## config.mk

```make
export PLATFORM = sky130hd
export DESIGN_NAME = buck_fault_hiccup_manager
export DESIGN_NICKNAME = d
export VERILOG_FILES = /design/src/include/hiccup_pkg.sv /design/src/deglitch.sv /design/src/buck_fault_hiccup_manager.sv
export SDC_FILE = /design/constraint.sdc
export NUM_CORES = 1
export LEC_CHECK = 0
export BUFFER_PORTS_ARGS = -buffer_cell sky130_fd_sc_hd__buf_2
export CORE_UTILIZATION = 60
export DETAILED_ROUTE_END_ITERATION = 6
export PLACE_DENSITY = 0.84
export SLEW_MARGIN = 20
export SYNTH_ARGS = -nofsm -noshare
export SYNTH_HDL_FRONTEND = slang
export SYNTH_SLANG_ARGS = --single-unit
```

## constraint.sdc

```tcl
create_clock -name clk_in -period 8.97 [get_ports clk_in]
set_clock_uncertainty 0.15 [all_clocks]
set_input_delay 0.897 -clock clk_in [delete_from_list [all_inputs] [get_ports clk_in]]
set_output_delay 0.897 -clock clk_in [all_outputs]
set_load 0.005 [all_outputs]
```

## src/include/hiccup_pkg.sv

```systemverilog
// Constants shared by the buck fault and hiccup manager
package hiccup_pkg;
  // Control clock rate
  localparam int CLK_HZ            = 20000000;
  // Deglitch and blanking times as printed
  localparam int OV_DEGLITCH_NS    = 5000;
  localparam int UV_DEGLITCH_NS    = 20000;
  localparam int BLANK_NS          = 150;
  localparam int CLK_NS            = 1000000000 / CLK_HZ;
  // Least times round up to whole cycles
  localparam int OV_DEGLITCH_CYC   = (OV_DEGLITCH_NS + CLK_NS - 1) / CLK_NS;
  localparam int UV_DEGLITCH_CYC   = (UV_DEGLITCH_NS + CLK_NS - 1) / CLK_NS;
  localparam int BLANK_CYC         = (BLANK_NS + CLK_NS - 1) / CLK_NS;
  // Over-current counting and hiccup wait length
  localparam int OC_EVENTS         = 3;
  localparam int OC_WINDOW         = 8;
  localparam int HICCUP_SS_COUNT   = 4;
  // Soft-start duration default, in clock cycles
  localparam int SS_CYC_DEFAULT    = 200000;
  // Switching period default, in clock cycles
  localparam int SW_PERIOD_DEFAULT = 66;
  localparam int SW_ON_DEFAULT     = 20;
  // Counter widths
  localparam int DG_W              = 10;
  localparam int SS_W              = 24;
  // Register map
  localparam logic [3:0] ADDR_STATUS = 4'h0;
  localparam logic [3:0] ADDR_MASK   = 4'h1;
  localparam logic [3:0] ADDR_STATE  = 4'h2;
  localparam logic [3:0] ADDR_SSLEN  = 4'h3;
  // Event bit positions
  localparam int EV_OV  = 0;
  localparam int EV_UV  = 1;
  localparam int EV_OC  = 2;
  localparam int EV_OT  = 3;
  localparam int EV_HIC = 4;
  localparam int EV_W   = 5;
  localparam logic [4:0] MASK_RESET = 5'h00;

  typedef enum logic [5:0] {
    ST_OFF     = 6'h01,
    ST_PREBIAS = 6'h02,
    ST_SS      = 6'h04,
    ST_RUN     = 6'h08,
    ST_OVHOLD  = 6'h10,
    ST_HICCUP  = 6'h20
  } state_t;
endpackage

```

## src/deglitch.sv

```systemverilog
// Continuous-level deglitch filter with a cycle threshold
`timescale 1ns/10ps
module deglitch #(
  parameter int W   = 10,
  parameter int LEN = 100
) (
  // Clock and reset
  input  wire logic clk_in,
  input  wire logic sys_rst_in,
  // Level to filter and clear
  input  wire logic level_in,
  input  wire logic clear_in,
  // Filtered result
  output logic      hit_out
);
  typedef struct packed {
    logic [W-1:0] cnt;
    logic         hit;
  } dg_t;
  dg_t r;
  dg_t next_r;

  always_comb begin
    next_r = r;
    if (clear_in || !level_in) begin
      next_r.cnt = '0;
      next_r.hit = 1'b0;
    end else if (r.cnt < W'(LEN)) begin
      next_r.cnt = r.cnt + 1'b1;
    end else begin
      // Hit only after the level stood longer than the whole length
      next_r.hit = 1'b1;
    end
  end

  always_ff @(posedge clk_in or posedge sys_rst_in) begin
    if (sys_rst_in) begin
      r <= '0;
    end else begin
      r <= next_r;
    end
  end

  assign hit_out = r.hit;
endmodule

```

## src/buck_fault_hiccup_manager.sv

```systemverilog
// Fault supervision, hiccup restart and gate enable control
//
// Our own choices: the address map and the address-and-strobe port.
`timescale 1ns/10ps
module buck_fault_hiccup_manager #(
  parameter int SS_CYC     = hiccup_pkg::SS_CYC_DEFAULT,
  parameter int SW_PERIOD  = hiccup_pkg::SW_PERIOD_DEFAULT,
  parameter int SW_ON      = hiccup_pkg::SW_ON_DEFAULT,
  parameter int SENSE_W    = 8,
  parameter int FIXED_LIM  = 8'h30
) (
  // Clock and reset
  input  wire logic               clk_in,
  input  wire logic               sys_rst_in,
  // Enable and supply lockouts
  input  wire logic               enable_in,
  input  wire logic               supply_ok_in,
  // Comparator results from the analog front end
  input  wire logic               fb_over_in,
  input  wire logic               fb_under_in,
  input  wire logic               fb_above_target_in,
  input  wire logic               hs_current_trip_in,
  input  wire logic               limit_clamp_in,
  input  wire logic               over_temp_in,
  // Low-side sense and programmed limit, digitised
  input  wire logic [SENSE_W-1:0] ls_sense_in,
  input  wire logic [SENSE_W-1:0] limit_ref_in,
  // Register port
  input  wire logic [3:0]         reg_addr_in,
  input  wire logic [31:0]        reg_wdata_in,
  input  wire logic               reg_wr_in,
  input  wire logic               reg_rd_in,
  output logic      [31:0]        reg_rdata_out,
  // Gate drives, power-good pin, soft-start flag and interrupt
  output logic                    hs_gate_out,
  output logic                    ls_gate_out,
  output logic                    power_good_output_out,
  output logic                    power_good_output_oe_out,
  output logic                    soft_start_active_out,
  output logic                    irq_out
);
  localparam int PW = $clog2(SW_PERIOD + 1);
  localparam int CW = hiccup_pkg::SS_W + 3;

  // Pin inputs pass two flip-flops
  logic [8:0] sync1;
  logic [8:0] sync2;
  logic [SENSE_W-1:0] sense1, sense2, lim1, lim2;
  always_ff @(posedge clk_in or posedge sys_rst_in) begin
    if (sys_rst_in) begin
      sync1  <= '0;
      sync2  <= '0;
      sense1 <= '0;
      sense2 <= '0;
      lim1   <= '0;
      lim2   <= '0;
    end else begin
      sync1  <= {enable_in, supply_ok_in, fb_over_in, fb_under_in,
                 fb_above_target_in, hs_current_trip_in, limit_clamp_in,
                 over_temp_in, 1'b0};
      sync2  <= sync1;
      sense1 <= ls_sense_in;
      sense2 <= sense1;
      lim1   <= limit_ref_in;
      lim2   <= lim1;
    end
  end
  logic en_s, sup_s, ov_s, uv_s, tgt_s, hs_oc_s, clamp_s, ot_s;
  assign {en_s, sup_s, ov_s, uv_s, tgt_s, hs_oc_s, clamp_s, ot_s} =
    sync2[8:1];

  // Doubled sense against the selected limit
  function automatic logic over_limit(input logic [SENSE_W-1:0] s,
                                      input logic [SENSE_W-1:0] l);
    logic [SENSE_W:0] d;
    d = {s, 1'b0};
    return d > {1'b0, l};
  endfunction

  typedef struct packed {
    hiccup_pkg::state_t               st;
    logic [PW-1:0]                    phase;
    logic [hiccup_pkg::DG_W-1:0]      blank;
    logic                             sampled;
    logic                             ls_oc;
    logic                             oc_cut;
    logic [2:0]                       oc_cnt;
    logic [3:0]                       oc_win;
    logic [CW-1:0]                    tmr;
    logic                             after_hic;
    logic                             ov_latched;
    logic [hiccup_pkg::EV_W-1:0]      status;
    logic [hiccup_pkg::EV_W-1:0]      mask;
    logic [hiccup_pkg::SS_W-1:0]      ss_len;
    logic [31:0]                      rdata;
    logic                             hs;
    logic                             ls;
    logic                             pg_oe;
    logic                             irq;
    logic                             ss;
  } core_t;
  core_t r;
  core_t next_r;

  logic ov_hit, uv_hit, disabled;
  assign disabled = !(en_s && sup_s);

  // Deglitch timers
  deglitch #(.W(hiccup_pkg::DG_W), .LEN(hiccup_pkg::OV_DEGLITCH_CYC)) u_ov (
    .clk_in     (clk_in),
    .sys_rst_in (sys_rst_in),
    .level_in   (ov_s),
    .clear_in   (disabled),
    .hit_out    (ov_hit)
  );
  deglitch #(.W(hiccup_pkg::DG_W), .LEN(hiccup_pkg::UV_DEGLITCH_CYC)) u_uv (
    .clk_in     (clk_in),
    .sys_rst_in (sys_rst_in),
    .level_in   (uv_s),
    .clear_in   (disabled || r.st == hiccup_pkg::ST_SS),
    .hit_out    (uv_hit)
  );

  always_comb begin
    logic new_cycle, on_time, oc_event, ls_trip, hs_ok, hic_go, switching;
    logic [SENSE_W-1:0] lim;
    logic [hiccup_pkg::EV_W-1:0] ev;
    next_r = r;
    ev = '0;
    hic_go = 1'b0;
    // Idle states take no samples, so a hiccup wait is never restarted
    switching = (r.st == hiccup_pkg::ST_SS) || (r.st == hiccup_pkg::ST_RUN);
    new_cycle = (r.phase == PW'(SW_PERIOD - 1));
    on_time = (r.phase < PW'(SW_ON));
    next_r.phase = new_cycle ? '0 : r.phase + 1'b1;
    // Fixed threshold when the reference is clamped
    lim = clamp_s ? SENSE_W'(FIXED_LIM) : lim2;
    // Blanking counter starts with each off-time
    if (r.phase == PW'(SW_ON)) begin
      next_r.blank = '0;
      next_r.sampled = 1'b0;
    end else if (r.blank < hiccup_pkg::DG_W'(hiccup_pkg::BLANK_CYC)) begin
      next_r.blank = r.blank + 1'b1;
    end
    ls_trip = 1'b0;
    // One sample per switching cycle after blanking
    if (!on_time && !r.sampled &&
        r.blank >= hiccup_pkg::DG_W'(hiccup_pkg::BLANK_CYC)) begin
      next_r.sampled = 1'b1;
      ls_trip = switching && over_limit(sense2, lim);
      next_r.ls_oc = ls_trip;
    end
    if (new_cycle) begin
      next_r.oc_cut = 1'b0;
    end
    if (on_time && r.hs && hs_oc_s) begin
      next_r.oc_cut = 1'b1;
    end
    oc_event = ls_trip || (on_time && r.hs && hs_oc_s && !r.oc_cut);
    // Events counted within the window from the first one, clean cycles between allowed
    if (new_cycle) begin
      next_r.oc_win = (r.oc_cnt == '0) ? '0 : r.oc_win + 1'b1;
    end
    if (r.oc_win >= 4'(hiccup_pkg::OC_WINDOW)) begin
      next_r.oc_cnt = '0;
      next_r.oc_win = '0;
    end
    if (oc_event) begin
      ev[hiccup_pkg::EV_OC] = 1'b1;
      next_r.oc_cnt = r.oc_cnt + 1'b1;
      if (r.oc_cnt == 3'(hiccup_pkg::OC_EVENTS - 1)) begin
        hic_go = 1'b1;
      end
    end
    // High side waits for a clean cycle after a low-side trip
    // After a high-side cut the next pulse may start, so every tripped cycle counts an event
    hs_ok = !r.ls_oc && !r.oc_cut && !(r.hs && hs_oc_s);
    next_r.hs = 1'b0;
    next_r.ls = 1'b0;
    next_r.pg_oe = 1'b1;
    unique case (r.st)
      hiccup_pkg::ST_OFF: begin
        if (!disabled) begin
          next_r.st = tgt_s ? hiccup_pkg::ST_PREBIAS
                            : hiccup_pkg::ST_SS;
          next_r.tmr = '0;
        end
      end
      hiccup_pkg::ST_PREBIAS: begin
        if (!tgt_s) begin
          next_r.st = hiccup_pkg::ST_SS;
          next_r.tmr = '0;
        end
      end
      hiccup_pkg::ST_SS, hiccup_pkg::ST_RUN: begin
        next_r.hs = on_time && hs_ok;
        next_r.ls = !on_time;
        next_r.tmr = r.tmr + 1'b1;
        if (r.st == hiccup_pkg::ST_SS &&
            r.tmr >= CW'(r.ss_len) - 1'b1) begin
          next_r.st = hiccup_pkg::ST_RUN;
          next_r.after_hic = 1'b0;
        end
        // Only over-current counts during a soft-start that follows a hiccup
        if (r.st == hiccup_pkg::ST_RUN || !r.after_hic) begin
          if (ov_hit && r.st == hiccup_pkg::ST_RUN) begin
            ev[hiccup_pkg::EV_OV] = 1'b1;
            next_r.ov_latched = 1'b1;
            next_r.st = hiccup_pkg::ST_OVHOLD;
            next_r.hs = 1'b0;
            next_r.ls = 1'b1;
          end
          if (uv_hit) begin
            ev[hiccup_pkg::EV_UV] = 1'b1;
            hic_go = 1'b1;
          end
          if (ot_s) begin
            ev[hiccup_pkg::EV_OT] = 1'b1;
            hic_go = 1'b1;
          end
        end
        if (r.st == hiccup_pkg::ST_RUN && !uv_s && !ov_s && !r.ls_oc) begin
          next_r.pg_oe = 1'b0;
        end
      end
      hiccup_pkg::ST_OVHOLD: begin
        next_r.ls = 1'b1;
        if (uv_s) begin
          hic_go = 1'b1;
        end
      end
      hiccup_pkg::ST_HICCUP: begin
        next_r.tmr = r.tmr + 1'b1;
        // Over-temperature must clear before the restart
        if (r.tmr >= CW'(r.ss_len) * CW'(hiccup_pkg::HICCUP_SS_COUNT) - 1'b1
            && !ot_s) begin
          next_r.st = hiccup_pkg::ST_SS;
          next_r.after_hic = 1'b1;
          next_r.tmr = '0;
        end
      end
      default: next_r.st = hiccup_pkg::ST_OFF;
    endcase
    if (hic_go) begin
      ev[hiccup_pkg::EV_HIC] = 1'b1;
      next_r.st = hiccup_pkg::ST_HICCUP;
      next_r.tmr = '0;
      next_r.hs = 1'b0;
      next_r.ls = 1'b0;
      next_r.pg_oe = 1'b1;
      next_r.oc_cnt = '0;
      next_r.oc_win = '0;
      next_r.ls_oc = 1'b0;
    end
    // Disable drops everything and clears the state timer and over-current counters
    if (disabled) begin
      next_r.st = hiccup_pkg::ST_OFF;
      next_r.tmr = '0;
      next_r.oc_cnt = '0;
      next_r.oc_win = '0;
      next_r.ls_oc = 1'b0;
      next_r.after_hic = 1'b0;
      next_r.ov_latched = 1'b0;
      next_r.hs = 1'b0;
      next_r.ls = 1'b0;
      next_r.pg_oe = 1'b1;
    end
    if (next_r.st != hiccup_pkg::ST_OVHOLD) begin
      next_r.ov_latched = 1'b0;
    end
    next_r.ss = (next_r.st == hiccup_pkg::ST_SS);
    // Register port: read of status clears it, new events still win
    next_r.rdata = '0;
    if (reg_rd_in) begin
      unique case (reg_addr_in)
        hiccup_pkg::ADDR_STATUS: next_r.rdata = 32'(r.status);
        hiccup_pkg::ADDR_MASK:   next_r.rdata = 32'(r.mask);
        hiccup_pkg::ADDR_STATE:  next_r.rdata = 32'({r.ov_latched, r.st});
        hiccup_pkg::ADDR_SSLEN:  next_r.rdata = 32'(r.ss_len);
        default:                 next_r.rdata = '0;
      endcase
    end
    next_r.status = ((reg_rd_in && reg_addr_in == hiccup_pkg::ADDR_STATUS)
                     ? '0 : r.status) | ev;
    if (reg_wr_in) begin
      if (reg_addr_in == hiccup_pkg::ADDR_MASK) begin
        next_r.mask = reg_wdata_in[hiccup_pkg::EV_W-1:0];
      end
      if (reg_addr_in == hiccup_pkg::ADDR_SSLEN &&
          reg_wdata_in[hiccup_pkg::SS_W-1:0] != '0) begin
        next_r.ss_len = reg_wdata_in[hiccup_pkg::SS_W-1:0];
      end
    end
    next_r.irq = |(next_r.status & next_r.mask);
  end

  always_ff @(posedge clk_in or posedge sys_rst_in) begin
    if (sys_rst_in) begin
      r        <= '0;
      r.st     <= hiccup_pkg::ST_OFF;
      r.mask   <= hiccup_pkg::MASK_RESET;
      r.ss_len <= hiccup_pkg::SS_W'(SS_CYC);
      r.pg_oe  <= 1'b1;
    end else begin
      r <= next_r;
    end
  end

  // Outputs straight from flip-flops; the power-good pin level is tied low
  assign reg_rdata_out            = r.rdata;
  assign hs_gate_out              = r.hs;
  assign ls_gate_out              = r.ls;
  assign power_good_output_out    = 1'b0;
  assign power_good_output_oe_out = r.pg_oe;
  assign soft_start_active_out    = r.ss;
  assign irq_out                  = r.irq;
endmodule

```

# Yosys cells after proc, flatten, opt, wreduce, memory -nomap -nowiden
# Index checks and enable logic that the tools add are counted.
[word_totals] ff_bits=203 output_inout_bits=38 wordCells=197
[classes] n_addsub=9 magnitude_cmp=9 n_eq_ne=27 muxes=71 n_bitwise=2 reduce_logical=49
[op_table] op="27-bit one-hot mux with 4 select lines" count=1
[op_table] op="24-bit one-hot mux with 4 select lines" count=1
[op_table] op="27-bit >= comparator" count=2
[op_table] op="24-bit two-way mux" count=2
[op_table] op="6-bit two-way mux" count=7
[op_table] op="10-bit two-way mux" count=4
[op_table] op="36-bit two-way mux" count=1
[op_table] op="34-bit two-way mux" count=1
[op_table] op="10-bit by 1-bit adder with 10-bit output, second input constant" count=3
[op_table] op="6-bit one-hot mux with 5 select lines" count=1
[op_table] op="1-bit two-way mux" count=29
[op_table] op="29-bit two-way mux" count=1
[op_table] op="28-bit two-way mux" count=1
[op_table] op="27-bit by 1-bit adder with 27-bit output, second input constant" count=1
[op_table] op="27-bit two-way mux" count=1
[op_table] op="26-bit by 1-bit subtractor with 27-bit output, second input constant" count=1
[op_table] op="24-bit by 1-bit subtractor with 25-bit output, second input constant" count=1
[op_table] op="24-bit nonzero test" count=1
[op_table] op="11-bit two-way mux" count=2
[op_table] op="1-bit logical AND" count=19
[op_table] op="3-bit by 1-bit != test with 1-bit output, second input constant" count=5
[op_table] op="7-bit two-way mux" count=2
[op_table] op="6-bit by 3-bit equality test with 1-bit output, second input constant" count=2
[op_table] op="3-bit two-way mux" count=4
[op_table] op="42 further kinds" count=74

# Depth between registers and ports, before layout
[logic_depth] word_depth=16 mapped_depth=17 depth_no_buf=15

# Hierarchy
# Synthesis repeated with hierarchy kept, for this count alone.
[hier_totals] cells_unflattened=963 hier_area_um2=10094.7
[by_module_without_submodules] module="buck_fault_hiccup_manager" instances=1 cells_each=857 area_each_um2=9011.1 seq_area_each_um2=4339.2
[by_module_without_submodules] module="deglitch at u_uv" instances=1 cells_each=58 area_each_um2=581.8 seq_area_each_um2=275.3
[by_module_without_submodules] module="deglitch at u_ov" instances=1 cells_each=48 area_each_um2=501.7 seq_area_each_um2=275.3

# Worst setup path before layout
# Ideal clock, no wire load.
[synth_timing] path_kind="reg2reg" start="register r[42] (netlist name)" end="register r (netlist bit soft_start_active_out)" setup_ns=0.100 arrival_time_ns=3.124 required_time_ns=8.720 setup_slack_ns=5.597 path_stages_with_launch=15 period_less_slack_ns=3.373 path_cell_list="dfrtp_1 > buf_2 > nor4_4 > nand4b_1 > nor4_1 > xnor2_1 > ha_1 > a31o_2 > a21oi_1 > o21ai_0 > and2_1 > o31a_1 > o21ai_0 > nand4_1 > a311oi_1"
[synth_rtl] element="from (decl)" line="buck_fault_hiccup_manager.sv:102" text="core_t r;"
[synth_rtl] element="from (signal assigned)" line="buck_fault_hiccup_manager.sv:305" text="r <= next_r;"

# Worst setup path after layout
[layout_timing] start="register r[37] (netlist name)" end="register r[86] (netlist name)"
[layout_via] elab_chain_len=7
[layout_rtl] element="26-bit by 1-bit subtractor with 27-bit output" line="buck_fault_hiccup_manager.sv:235" text="if (r.tmr >= CW'(r.ss_len) * CW'(hiccup_pkg::HICCUP_SS_COUNT) - 1'b1"
[layout_rtl] element="27-bit >= comparator" line="buck_fault_hiccup_manager.sv:235"
[layout_rtl] element="1-bit logical AND" line="buck_fault_hiccup_manager.sv:236" text="&& !ot_s) begin"
[layout_rtl] element="28-bit two-way mux" line="buck_fault_hiccup_manager.sv:235"
[layout_rtl] element="27-bit one-hot mux with 4 select lines" line="buck_fault_hiccup_manager.sv:181" text="unique case (r.st)"
[layout_rtl] element="34-bit two-way mux" line="buck_fault_hiccup_manager.sv:244" text="if (hic_go) begin"
[layout_rtl] element="36-bit two-way mux" line="buck_fault_hiccup_manager.sv:256" text="if (disabled) begin"
# Every way passes these cells. The select of a mux whose other input is x is not followed.
# A chain may end at the register's enable or synchronous reset.

==> qor.yml <==
tightest_slew_ps: 1080
yosysTopAreaCell: "dfrtp_1"
startpoint: "r[37]"
cts_buffers: 17
leakage_nw: 5.23
track_usage: 0.258
die_x_um: 132
row_count: 47
synth_top_area_share: 0.460
fp.dieH_um: 132
grt_overflow_total: 0
mostFrequentLayoutCell: "dfrtp_1"
route.detailed.drc: 0
antenna_found_initial: 0
fin_crit_sh: 0.516
ctsHoldBuffers: 0
cts_tree: "yes"
hold_path.class: "flop to flop"
io_buffers: 84
critPathKind: "flop to flop"
reg2regPathDepth: 14
grt_max_degree: 119
rsz0062_at_grt: "no"
reg2reg_slack_ps: 4340
setup_tns_ps: 0
final_cell_mix: "187 x dfrtp_1, 84 x buf_2, 83 x nand2_1"
h-tree-depth: 4
synth-async-reset-ratio: 1.00
cp.arrival_ps: 4760
synth_edf_count: 0
avgViaCountPerCell: 6.15
firstDrtPassIters: 5
synth.avg_cell_area_um2: 10.7
yosys_warnings: 0
hold_violations: 0
hp-start: "sync1[6]"
synthFlopType: "dfrtp_1"
setup_viol: 0
clock_path_buffers: 2
start_kind: "flop"
clock-sinks: 195
grt_pass1_vias: 7367
cts_resized: 0
r2r-start: "r[37]"
period_needed_ps: 4630
fmax_mhz: 216
placed_area_mm2: 0.0105
core_area_mm2: 0.0166
dr.first_iter.drc_count: 622
clk_latency_ps: 440
fin_nets: 1131
cap_violations: 0
cellPowerDensity_mw_per_mm2: 183
r2r-end: "r[86]"
grt_pass1_wl_mm: 35.6
root_buffer: "clkbuf_16"
path_clk_slew_ps: 80
fin_hold_ws_ps: 200
io_pins: 102
wire_per_inst_um: 17.5
diodes: 0
finalPower_w: 0.00204
final_core_util: 0.672
area_growth_syn_to_layout_pct: 9.56
worstPathMaxFanout: 20
via_count: 7593
synth_area_mm2: 0.0102
wirelength_mm: 21.6
dp_hpwl_mm: 14.8
report.final.slew_viol_count: 0
place.gp.congestion: 0.920
status: "finished clean"
netlist_top_cells_area: "dfrtp_1 46%, ha_1 8.0%, mux2_2 3.2%"
design.die.area_mm2: 0.0175
fillerInstances: 1212
stdcell_area_mm2: 0.0111
ys_types: 73
drive_above_1_share: 0.185
seq_area_frac_synth: 0.481
ys_ff_latch: 195
max_slew_margin: 0.279
end_kind: "flop"
initial_utilization: 0.613
max-vdd-ir-drop_mv: 0.143
ant_nets: 0
critPathRequiredTime_ps: 9100
netlist_instances: 952
post_cts_buffers: 0
endpoint: "r[86]"
## per-stage QoR
step	setup slack, ps	instances
global route	3970	1235
detailed placement	4390	1203
global placement	4470	1203
floorplan	2620	960
CTS	4390	1235
finish	4340	1235
## report_power, final
part / internal (W) / switching, W
sequential: 0.000933 / 0.0000616
combinational: 0.000124 / 0.000153
clock: 0.000387 / 0.000380
total: 0.00144 / 0.000595
## layout make-up
type                    instances  area [um2]  area share
inverters                      23        93.8     0.00842
clock inverters                14         171      0.0154
multi-input cells             678        4830       0.433
repair buffers                 87         443      0.0398
well taps                     220         275      0.0247
flip-flops and latches        195        4890       0.439
clock buffers                  18         439      0.0394
## critical path, stage by stage (launching register included)
cell and delay, ps:
dfrtp_1 450, inv_1 130, ha_1 230, nand3_1 200, nor4_1 290, xnor2_1 150, ha_1 320, nand4_1 130
nor2_1 170, o21ai_0 120, a311oi_1 330, a311oi_1 130, o211a_1 530, o21ai_2 960, o21ai_1 180
## routing by layer
metal	vias up	track usage	wire [um]
li1	3472	-	-
met1	3732	0.330	9240
met2	329	0.424	10400
met3	60	0.0523	1330
met4	0	0.119	672
met5	-	0	0
## Yosys cell counts (all sizes together), types with 10 or more instances
cell type  count
mux2          29
o21ai         27
ha            65
buf           42
nor3          19
inv           23
clkbuf        22
nand2         83
a21oi         27
dfrtp        187
nand4         21
xor2          19
nor2b         10
nand2b        10
nor2          78
a21o          13
and3          20
xnor2         28
and2          38
nand3         33
nor4          22
o211ai        17
## worst min path at each step
stage / endpoint / slack (ps) / cells after the start
after floorplan: lim2[0] / 180 / 0
after global placement: lim2[5] / 180 / 0
after detailed placement: lim2[0] / 180 / 0
after CTS: sync2[6] / 200 / 0
after global routing: sync2[6] / 210 / 0
final: sync2[6] / 200 / 0
## logic make-up (layout without fill, tap and decap cells)
kind of cell             after synthesis  after routing  synth area share
AND/OR/NAND/NOR                      368            368             0.188
flip-flops                           195            195             0.481
AO/OA/AOI/OAI                        144            144             0.104
buffers and inverters                 87            142            0.0480
adder cells (fa/ha/maj)               65             65            0.0800
XOR/XNOR                              50             50            0.0472
multiplexers                          42             42            0.0511
other                                  1              9          0.000369
## flip-flops by register name (all words and copies together) (netlist names)
name	flops
r	96
reg_rdata_out	24
u_ov.r	10
u_uv.r	10
lim1	8
lim2	8
sense1	8
sense2	8
sync1	8
sync2	8
hs_gate_out	1
irq_out	1
ls_gate_out	1
power_good_output_oe_out	1
soft_start_active_out	1
u_ov.hit_out	1
u_uv.hit_out	1
Power figures use the tool's default switching activity.
